**config.mk**
```make
export PLATFORM = sky130hd
export DESIGN_NAME = interrupt_priority_request_unit
export DESIGN_NICKNAME = d
export VERILOG_FILES = /design/src/verilog/irq_unit_pkg.sv /design/src/verilog/edge_detect.sv /design/src/verilog/interrupt_priority_request_unit.sv
export SDC_FILE = /design/constraint.sdc
export NUM_CORES = 1
export LEC_CHECK = 0
export BUFFER_PORTS_ARGS = -buffer_cell sky130_fd_sc_hd__buf_4
export CORE_MARGIN = 2
export CORE_UTILIZATION = 30
export DETAILED_ROUTE_END_ITERATION = 10
export PLACE_DENSITY = 0.49
export SETUP_SLACK_MARGIN = 0.4
export SYNTH_ARGS = -nofsm -noshare
export SYNTH_HDL_FRONTEND = slang
export SYNTH_SLANG_ARGS = --single-unit
```
**constraint.sdc**
```tcl
create_clock -name clk_sys -period 2 [get_ports clk_sys]
set_clock_uncertainty 0.2 [all_clocks]
set_input_delay 0.4 -clock clk_sys [delete_from_list [all_inputs] [get_ports clk_sys]]
set_output_delay 0.4 -clock clk_sys [all_outputs]
set_load 0.005 [all_outputs]
```
**src/verilog/irq_unit_pkg.sv**
```systemverilog
package irq_unit_pkg;

    // ------------------------------------------------------------
    // Register offsets
    // ------------------------------------------------------------
    localparam logic [7:0] off_priority_config = 8'hF9;
    localparam logic [7:0] off_request_flags = 8'hFA;
    localparam logic [7:0] off_enable_mask = 8'hFB;
    localparam logic [7:0] off_status = 8'hFC;
    localparam logic [7:0] off_status_mask = 8'hFD;

    // ------------------------------------------------------------
    // Field positions and reset values
    // ------------------------------------------------------------
    localparam int num_requests = 6;
    localparam int pos_master_enable = 7;
    localparam int pos_grp_a_order = 5;
    localparam int pos_grp_b_order = 2;
    localparam int pos_grp_c_order = 1;
    localparam int pos_edge_hi = 7;
    localparam int pos_edge_lo = 6;
    localparam logic [7:0] rst_request_flags = 8'h00;
    localparam logic [7:0] rst_priority_config = 8'h00;
    localparam logic [7:0] rst_enable_mask = 8'h00;
    localparam logic [1:0] rst_status = 2'h0;

    // Status bits of the unit's own event register
    localparam int stat_grant = 0;
    localparam int stat_reserved_code = 1;

    // ------------------------------------------------------------
    // Group ordering codes, {cfg[4], cfg[3], cfg[0]}
    // ------------------------------------------------------------
    localparam logic [2:0] grp_c_a_b = 3'h1;
    localparam logic [2:0] grp_a_b_c = 3'h2;
    localparam logic [2:0] grp_a_c_b = 3'h3;
    localparam logic [2:0] grp_b_c_a = 3'h4;
    localparam logic [2:0] grp_c_b_a = 3'h5;
    localparam logic [2:0] grp_b_a_c = 3'h6;

    // Arbiter states
    typedef enum logic [1:0] {
        arb_idle,
        arb_wait_ack
    } arb_state_t;

endpackage
```
**src/verilog/edge_detect.sv**
```systemverilog
`timescale 1ns/1ps

// Edge detector with selectable rising, falling or both
module edge_detect (
    // Clock and reset
    input wire logic clk_sys,
    input wire logic nrst,
    // Pin and selection
    input wire logic pin,
    input wire logic sel_rise,
    input wire logic sel_fall,
    // Detected event
    output logic hit
);

    logic pin_prev;
    wire rise = pin & ~pin_prev;
    wire fall = ~pin & pin_prev;

    // ------------------------------------------------------------
    // Previous sample and event pulse
    // ------------------------------------------------------------
    always_ff @(posedge clk_sys) begin
        if (!nrst) begin
            pin_prev <= pin; // Start from the pin's level, so no false edge follows reset
            hit <= 1'b0;
        end else begin
            pin_prev <= pin;
            hit <= (rise & sel_rise) | (fall & sel_fall);
        end
    end

endmodule

```
**src/verilog/interrupt_priority_request_unit.sv**
```systemverilog
// Our own choice: the plain strobed port.
`timescale 1ns/1ps

module interrupt_priority_request_unit (
    // Clock and reset
    input wire logic clk_sys,
    input wire logic nrst,
    // Register port
    input wire logic [7:0] reg_addr,
    input wire logic [7:0] reg_wdata,
    input wire logic reg_wr,
    input wire logic reg_rd,
    output logic [7:0] reg_rdata,
    // Request sources
    input wire logic low_voltage_event,
    input wire logic carrier_timer_event,
    input wire logic envelope_timer_event,
    input wire logic port_pin_edge_a,
    input wire logic port_pin_edge_b,
    input wire logic port_pin_falling_c,
    input wire logic stop_recovery_event,
    input wire logic serial_tx_event,
    input wire logic baud_tick_event,
    input wire logic serial_rx_event,
    input wire logic serial_rx_enabled,
    // Core interrupt sequencing
    input wire logic enable_interrupts_instruction,
    input wire logic cycle_done,
    output logic core_irq_req,
    output logic [2:0] core_irq_id,
    output logic [7:0] core_vector_addr,
    output logic irq_out
);

    // ------------------------------------------------------------
    // Registers
    // ------------------------------------------------------------
    logic [7:0] priority_config;
    logic [7:0] request_flags;
    logic [7:0] interrupt_enable_mask;
    logic [1:0] status;
    logic [1:0] status_mask;
    logic unlocked;
    irq_unit_pkg::arb_state_t state;
    logic [2:0] next_win_id;

    // Choose the higher of a pair: first outranks second
    function automatic logic [3:0] pick_pair(input logic [5:0] req, input logic [2:0] first,
                                             input logic [2:0] second);
        if (req[first]) begin
            pick_pair = {1'b1, first};
        end else if (req[second]) begin
            pick_pair = {1'b1, second};
        end else begin
            pick_pair = 4'h0;
        end
    endfunction

    // Winner of three group results taken in the given order
    function automatic logic [2:0] pick_group(input logic [3:0] first, input logic [3:0] second,
                                              input logic [3:0] third);
        if (first[3]) begin
            pick_group = first[2:0];
        end else if (second[3]) begin
            pick_group = second[2:0];
        end else begin
            pick_group = third[2:0];
        end
    endfunction

    // Group order code sits in scattered bits {4, 3, 0}
    function automatic logic [2:0] group_code_of(input logic [7:0] cfg);
        group_code_of = {cfg[4], cfg[3], cfg[0]};
    endfunction

    // Codes 000 and 111 carry no defined group order
    function automatic logic code_reserved(input logic [2:0] code);
        code_reserved = (code == 3'h0) || (code == 3'h7);
    endfunction

    // ------------------------------------------------------------
    // Edge detectors for the two selectable pins and the falling-only pin c
    // ------------------------------------------------------------
    wire [1:0] edge_sel = request_flags[irq_unit_pkg::pos_edge_hi:irq_unit_pkg::pos_edge_lo];
    // Mode 11 arms both edges on both pins
    wire a_rise = edge_sel[1];
    wire a_fall = ~edge_sel[1] | edge_sel[0];
    wire b_rise = edge_sel[0];
    wire b_fall = ~edge_sel[0] | edge_sel[1];
    logic hit_a;
    logic hit_b;
    logic hit_c;

    edge_detect u_edge_a (
        .clk_sys(clk_sys),
        .nrst(nrst),
        .pin(port_pin_edge_a),
        .sel_rise(a_rise),
        .sel_fall(a_fall),
        .hit(hit_a)
    );

    edge_detect u_edge_b (
        .clk_sys(clk_sys),
        .nrst(nrst),
        .pin(port_pin_edge_b),
        .sel_rise(b_rise),
        .sel_fall(b_fall),
        .hit(hit_b)
    );

    edge_detect u_edge_c (
        .clk_sys(clk_sys),
        .nrst(nrst),
        .pin(port_pin_falling_c),
        .sel_rise(1'b0),
        .sel_fall(1'b1),
        .hit(hit_c)
    );

    // ------------------------------------------------------------
    // Source wiring into the six flags
    // ------------------------------------------------------------
    // Serial receive replaces the pin b source while enabled
    wire src0 = serial_rx_enabled ? serial_rx_event : hit_b;
    wire src1 = hit_c | stop_recovery_event | serial_tx_event | baud_tick_event;
    wire [5:0] hw_set = {low_voltage_event, carrier_timer_event, envelope_timer_event,
                         hit_a, src1, src0};

    // ------------------------------------------------------------
    // Register port decode
    // ------------------------------------------------------------
    wire wr_cfg = reg_wr & (reg_addr == irq_unit_pkg::off_priority_config);
    wire wr_req = reg_wr & (reg_addr == irq_unit_pkg::off_request_flags);
    wire wr_mask = reg_wr & (reg_addr == irq_unit_pkg::off_enable_mask);
    wire wr_stat = reg_wr & (reg_addr == irq_unit_pkg::off_status);
    wire wr_smask = reg_wr & (reg_addr == irq_unit_pkg::off_status_mask);
    wire [7:0] rd_mux =
        (reg_addr == irq_unit_pkg::off_request_flags) ? request_flags :
        (reg_addr == irq_unit_pkg::off_enable_mask) ? {interrupt_enable_mask[7], 1'b0,
                                                       interrupt_enable_mask[5:0]} :
        (reg_addr == irq_unit_pkg::off_status) ? {6'h00, status} :
        (reg_addr == irq_unit_pkg::off_status_mask) ? {6'h00, status_mask} :
        8'h00; // Priority config is write only; unmapped reads zero

    // ------------------------------------------------------------
    // Arbitration among pending and enabled requests
    // ------------------------------------------------------------
    // Master enable gates every source at once
    wire master_on = interrupt_enable_mask[irq_unit_pkg::pos_master_enable];
    wire [5:0] eligible = request_flags[5:0] & interrupt_enable_mask[5:0] & {6{master_on}};
    wire [3:0] win_a = priority_config[irq_unit_pkg::pos_grp_a_order] ?
                       pick_pair(eligible, 3'd3, 3'd5) : pick_pair(eligible, 3'd5, 3'd3);
    wire [3:0] win_b = priority_config[irq_unit_pkg::pos_grp_b_order] ?
                       pick_pair(eligible, 3'd0, 3'd2) : pick_pair(eligible, 3'd2, 3'd0);
    wire [3:0] win_c = priority_config[irq_unit_pkg::pos_grp_c_order] ?
                       pick_pair(eligible, 3'd4, 3'd1) : pick_pair(eligible, 3'd1, 3'd4);
    wire [2:0] grp_code = group_code_of(priority_config);
    // Flag a reserved code as it is written, not once it already stands
    wire wr_reserved = wr_cfg & code_reserved(group_code_of(reg_wdata));

    // Group order; reserved codes fall back to A>B>C so a winner still exists
    always_comb begin
        next_win_id = 3'h0;
        case (grp_code)
            irq_unit_pkg::grp_c_a_b: begin
                next_win_id = pick_group(win_c, win_a, win_b);
            end
            irq_unit_pkg::grp_a_b_c: begin
                next_win_id = pick_group(win_a, win_b, win_c);
            end
            irq_unit_pkg::grp_a_c_b: begin
                next_win_id = pick_group(win_a, win_c, win_b);
            end
            irq_unit_pkg::grp_b_c_a: begin
                next_win_id = pick_group(win_b, win_c, win_a);
            end
            irq_unit_pkg::grp_c_b_a: begin
                next_win_id = pick_group(win_c, win_b, win_a);
            end
            irq_unit_pkg::grp_b_a_c: begin
                next_win_id = pick_group(win_b, win_a, win_c);
            end
            default: begin
                next_win_id = pick_group(win_a, win_b, win_c);
            end
        endcase
    end

    // A grant needs an idle arbiter, so one cycle stays free after each done
    wire any_eligible = |eligible;
    wire grant = (state == irq_unit_pkg::arb_idle) & any_eligible & unlocked;
    // One-hot clear of the serviced flag
    wire [5:0] svc_clear = grant ? (6'h01 << next_win_id) : 6'h00;

    // ------------------------------------------------------------
    // Unlock after the first enable instruction
    // ------------------------------------------------------------
    always_ff @(posedge clk_sys) begin
        if (!nrst) begin
            unlocked <= 1'b0;
        end else if (enable_interrupts_instruction) begin
            unlocked <= 1'b1;
        end
    end

    // ------------------------------------------------------------
    // Configuration and mask registers
    // ------------------------------------------------------------
    // Config bits 7:6 are reserved and kept at zero
    always_ff @(posedge clk_sys) begin
        if (!nrst) begin
            priority_config <= irq_unit_pkg::rst_priority_config;
        end else if (wr_cfg) begin
            priority_config <= {2'b00, reg_wdata[5:0]};
        end
    end

    // Enable instruction sets the master bit unless software writes the mask that cycle
    always_ff @(posedge clk_sys) begin
        if (!nrst) begin
            interrupt_enable_mask <= irq_unit_pkg::rst_enable_mask;
        end else if (wr_mask) begin
            interrupt_enable_mask <= {reg_wdata[7], 1'b0, reg_wdata[5:0]};
        end else if (enable_interrupts_instruction) begin
            interrupt_enable_mask[irq_unit_pkg::pos_master_enable] <= 1'b1;
        end
    end

    // ------------------------------------------------------------
    // Request flags: write, hardware set, service clear
    // ------------------------------------------------------------
    // Hardware sets win over a software clear in the same cycle
    // The serviced flag drops on the write path too; only a hardware set of that source in the grant cycle leaves it set
    wire [5:0] pend_after_wr = (reg_wdata[5:0] & ~svc_clear) | hw_set;
    wire [5:0] pend_after_hw = (request_flags[5:0] & ~svc_clear) | hw_set;

    always_ff @(posedge clk_sys) begin
        if (!nrst) begin
            request_flags <= irq_unit_pkg::rst_request_flags;
        end else if (unlocked) begin
            if (wr_req) begin
                request_flags <= {reg_wdata[7:6], pend_after_wr};
            end else begin
                request_flags[5:0] <= pend_after_hw;
            end
        end
    end

    // ------------------------------------------------------------
    // Interrupt cycle handshake to the core
    // ------------------------------------------------------------
    // Further grants wait until the core reports the cycle done
    // Vector output is the low byte location; the high byte follows at the next one
    always_ff @(posedge clk_sys) begin
        if (!nrst) begin
            state <= irq_unit_pkg::arb_idle;
            core_irq_req <= 1'b0;
            core_irq_id <= 3'h0;
            core_vector_addr <= 8'h00;
        end else begin
            case (state)
                irq_unit_pkg::arb_idle: begin
                    if (grant) begin
                        state <= irq_unit_pkg::arb_wait_ack;
                        core_irq_req <= 1'b1;
                        core_irq_id <= next_win_id;
                        core_vector_addr <= {4'h0, next_win_id, 1'b0};
                    end
                end
                irq_unit_pkg::arb_wait_ack: begin
                    if (cycle_done) begin
                        state <= irq_unit_pkg::arb_idle;
                        core_irq_req <= 1'b0;
                    end
                end
                default: begin
                    state <= irq_unit_pkg::arb_idle;
                    core_irq_req <= 1'b0;
                end
            endcase
        end
    end

    // ------------------------------------------------------------
    // Unit status, mask and interrupt line
    // ------------------------------------------------------------
    // Events set sticky bits; a set beats a write-one clear
    wire [1:0] stat_set = {wr_reserved, grant};
    wire [1:0] stat_clr = wr_stat ? reg_wdata[1:0] : 2'b00;

    always_ff @(posedge clk_sys) begin
        if (!nrst) begin
            status <= irq_unit_pkg::rst_status;
        end else begin
            status <= (status & ~stat_clr) | stat_set;
        end
    end

    // Status mask has the same layout as the status bits
    always_ff @(posedge clk_sys) begin
        if (!nrst) begin
            status_mask <= irq_unit_pkg::rst_status;
        end else if (wr_smask) begin
            status_mask <= reg_wdata[1:0];
        end
    end

    // Level line, one cycle behind the status bits so it leaves a flip-flop
    always_ff @(posedge clk_sys) begin
        if (!nrst) begin
            irq_out <= 1'b0;
        end else begin
            irq_out <= |(status & status_mask);
        end
    end

    // Read data stand one cycle, then return to zero
    always_ff @(posedge clk_sys) begin
        if (!nrst) begin
            reg_rdata <= 8'h00;
        end else begin
            reg_rdata <= reg_rd ? rd_mux : 8'h00;
        end
    end

endmodule

```
==> results.json <==
{
  "grt.total_usage": 0.163,
  "numCtsBuffers": 5,
  "ys_seq_area_frac": 0.383,
  "power_density_nw_per_um2": 523,
  "grt_max_degree": 22,
  "stdcell_count": 453,
  "maxCapViolations": 0,
  "drive_gt1_frac": 0.456,
  "fin_nets": 383,
  "die-width_um": 92.6,
  "cpLargestDelayFamily": "compound AO/OA/AOI/OAI gates",
  "status": "finished, final reports clean",
  "fin_crit_ps": 1960,
  "viasPerCell": 5.00,
  "clkTransAtPathRegs_ps": 90,
  "synth-seq-cells": 45,
  "worstSetupEndpointType": "register",
  "ys_warn_count": 0,
  "placementRows": 32,
  "synth_cell_types": 49,
  "grt-ovfl-total": 0,
  "pre_cts_slack_ps": -46.5,
  "route.detailed.drc": 0,
  "critPathArrivalTime_ps": 1960,
  "start_util": 0.308,
  "die_y_um": 92.6,
  "ir_worst_vdd_mv": 0.314,
  "wire_per_inst_um": 15.2,
  "ant_nets": 0,
  "fin_ws_ps": 38.9,
  "grt_pass1_wl_um": 11000,
  "drt-pass1-iter-count": 4,
  "placedCellCount": 432,
  "hp-class": "in2reg",
  "die_area_um2": 8570,
  "path_max_fanout": 7,
  "drt_iter0_drc": 79,
  "rsz0062_at_grt": "yes",
  "slew_viol_final": 0,
  "pin_count": 54,
  "cp_slowest_cell": "dfxtp_1",
  "drt-total-wl_um": 6900,
  "clock.fmax_mhz": 510,
  "finalCritPeriodShare": 0.981,
  "place_congestion": 0.854,
  "num_vias": 2266,
  "syn_inst": 271,
  "clock-root-buffer": "clkbuf_8",
  "crit_buf_inv": 2,
  "htreeDepth": 2,
  "required_ps": 2000,
  "cp_cell_sequence": "a22o_4 -> o21ai_2 -> a21oi_2 -> buf_4 -> a22oi_2 -> inv_1 -> o311a_1",
  "finalSetupViolCount": 0,
  "leakage_nw": 1.33,
  "timing_worst_setup_path_type": "reg2reg",
  "crit_path_max_incr_delay_ps": 350,
  "diodes": 0,
  "avgSynthCellArea_um2": 8.68,
  "grt_pass1_vias": 2155,
  "area_delta_synth_final_pct": 47.7,
  "worst_hold_slack_ps": 117,
  "port_buffers": 48,
  "cts.sinks": 45,
  "syn_area_um2": 2350,
  "antenna_found_initial": 0,
  "core-area_um2": 7650,
  "dpl.hpwl_um": 4910,
  "clock_latency_ps": 300,
  "cts_tree": "done",
  "start_kind": "register",
  "clk_path_buf_depth": 2,
  "finalHoldViolations": 0
}
==> power by group <==
| group | leakage, nW | switching [mW] | internal (mW) |
|---|---|---|---|
| clock | 0.0556 | 0.335 | 0.357 |
| sequential | 0.372 | 0.0233 | 0.911 |
| combinational | 0.906 | 0.0860 | 0.104 |
| total | 1.33 | 0.445 | 1.37 |
==> final timing paths <==
path / from / slack [ps] / depth (start not counted) / to
setup / recovery: interrupt_enable_mask[1] / 40 / 7 / request_flags[4]
hold / removal: enable_interrupts_instruction / 120 / 2 / unlocked
setup reg to reg: interrupt_enable_mask[1] / 40 / 7 / request_flags[4]
hold reg to reg: u_edge_c.pin_prev / 230 / 2 / u_edge_c.hit
==> layer usage <==
| layer | vias up | global-route usage | part of all wire |
|---|---|---|---|
| met4 | 0 | 0.0336 | 0.0091 |
| met3 | 9 | 0.0317 | 0.047 |
| met1 | 1062 | 0.223 | 0.47 |
| met2 | 66 | 0.267 | 0.47 |
| met5 | - | 0 | 0 |
| li1 | 1129 | - | - |
==> final cells by class <==
cell class                      instances  area [um2]
Clock buffer                            7         108
Clock inverter                          1        7.51
Tap cell                              102         128
Sequential cell                        45         928
Timing Repair Buffer                   88         718
Multi-Input combinational cell        203        1560
Fill cell                             731        4170
Inverter                                7        26.3
==> through the flow <==
step | setup TNS [ps] | power (mW) | utilization | cell area (um2)
finish | 0 | 1.82 | 0.454 | 3470
floorplan | 0 | 1.03 | - | 2420
CTS | -2.82 | 1.83 | 0.429 | 3280
global route | -83.1 | 1.90 | 0.454 | 3470
global placement | -107 | 1.12 | 0.391 | 2990
detailed placement | -156 | 1.12 | 0.391 | 2990
==> Yosys cell counts (all sizes together) <==
cell type   n  share of area
o21ai      14          0.031
mux2i      13          0.055
nor3b       1         0.0053
and3b       1         0.0037
a21boi     12          0.038
inv         7          0.011
o2111ai     1         0.0037
a311o       1         0.0043
a221oi      1         0.0064
and3        7          0.019
a211oi      2         0.0085
a22o        3          0.015
o21a        6          0.019
nand2b      7          0.019
a21oi       8          0.017
nor4b       1         0.0037
mux2        4          0.019
nand2      32          0.051
conb        1         0.0016
nand3b      6          0.019
nand3      12          0.026
o221a       1         0.0048
dfxtp      45           0.38
nor2b      13          0.035
o211a       1         0.0043
a31oi       3          0.011
nand4b      2         0.0074
o311a       2         0.0085
a31o        1         0.0037
nor2       15          0.024
clkbuf      8          0.013
o31a        2         0.0074
nand4       3         0.0080
buf        12          0.036
and4b       1         0.0043
nor3        3         0.0064
a22oi      11          0.037
and4        1         0.0037
nor4        2          0.012
and2        2         0.0053
o211ai      3         0.0096
==> state kept, by name (all words and copies together) (netlist names), 2 cells and up <==
register               flops
reg_rdata                  8
status                     2
core_irq_id                3
request_flags              8
interrupt_enable_mask      7
status_mask                2
priority_config            6
==> placed cells by master, fill, tap and decap left out, types with 4 or more instances in the layout <==
master | netlist | layout
buf_6 | 0 | 10
nand2b_1 | 7 | 6
conb_1 | 1 | 5
nand2_1 | 32 | 27
a21boi_1 | 0 | 8
mux2_2 | 4 | 4
nor2_1 | 15 | 13
a22oi_2 | 1 | 10
dfxtp_1 | 45 | 33
nand3b_1 | 6 | 6
dfxtp_2 | 0 | 7
o21a_1 | 6 | 6
buf_4 | 10 | 74
dfxtp_4 | 0 | 5
mux2i_1 | 13 | 13
nand3_1 | 12 | 6
o21ai_2 | 1 | 4
nor2b_1 | 13 | 13
clkbuf_8 | 0 | 6
inv_1 | 7 | 7
o21ai_1 | 4 | 5
a21oi_2 | 0 | 6
o21ai_0 | 9 | 4
a21boi_0 | 12 | 4
nand3_2 | 0 | 5
and3_1 | 7 | 4
==> repair_timing <==
action | CTS | global route
hold buffers | 1 | 2
endpoints found under the hold margin | 1 | 2
setup buffers | 5 | 4
gates resized for setup | 42 | 37
gates cloned | 0 | 1
endpoints found under the setup margin | 21 | 27
pin swaps | 22 | 34
==> logic make-up after synthesis <==
| group | count (synthesis) | synth area share |
|---|---|---|
| buf+inv | 27 | 0.0601 |
| flops | 45 | 0.383 |
| compound gates | 72 | 0.230 |
| mux | 17 | 0.0745 |
| simple gates | 109 | 0.251 |
| other cells | 1 | 0.00159 |
No activity file was read; power rests on OpenSTA's default activity.
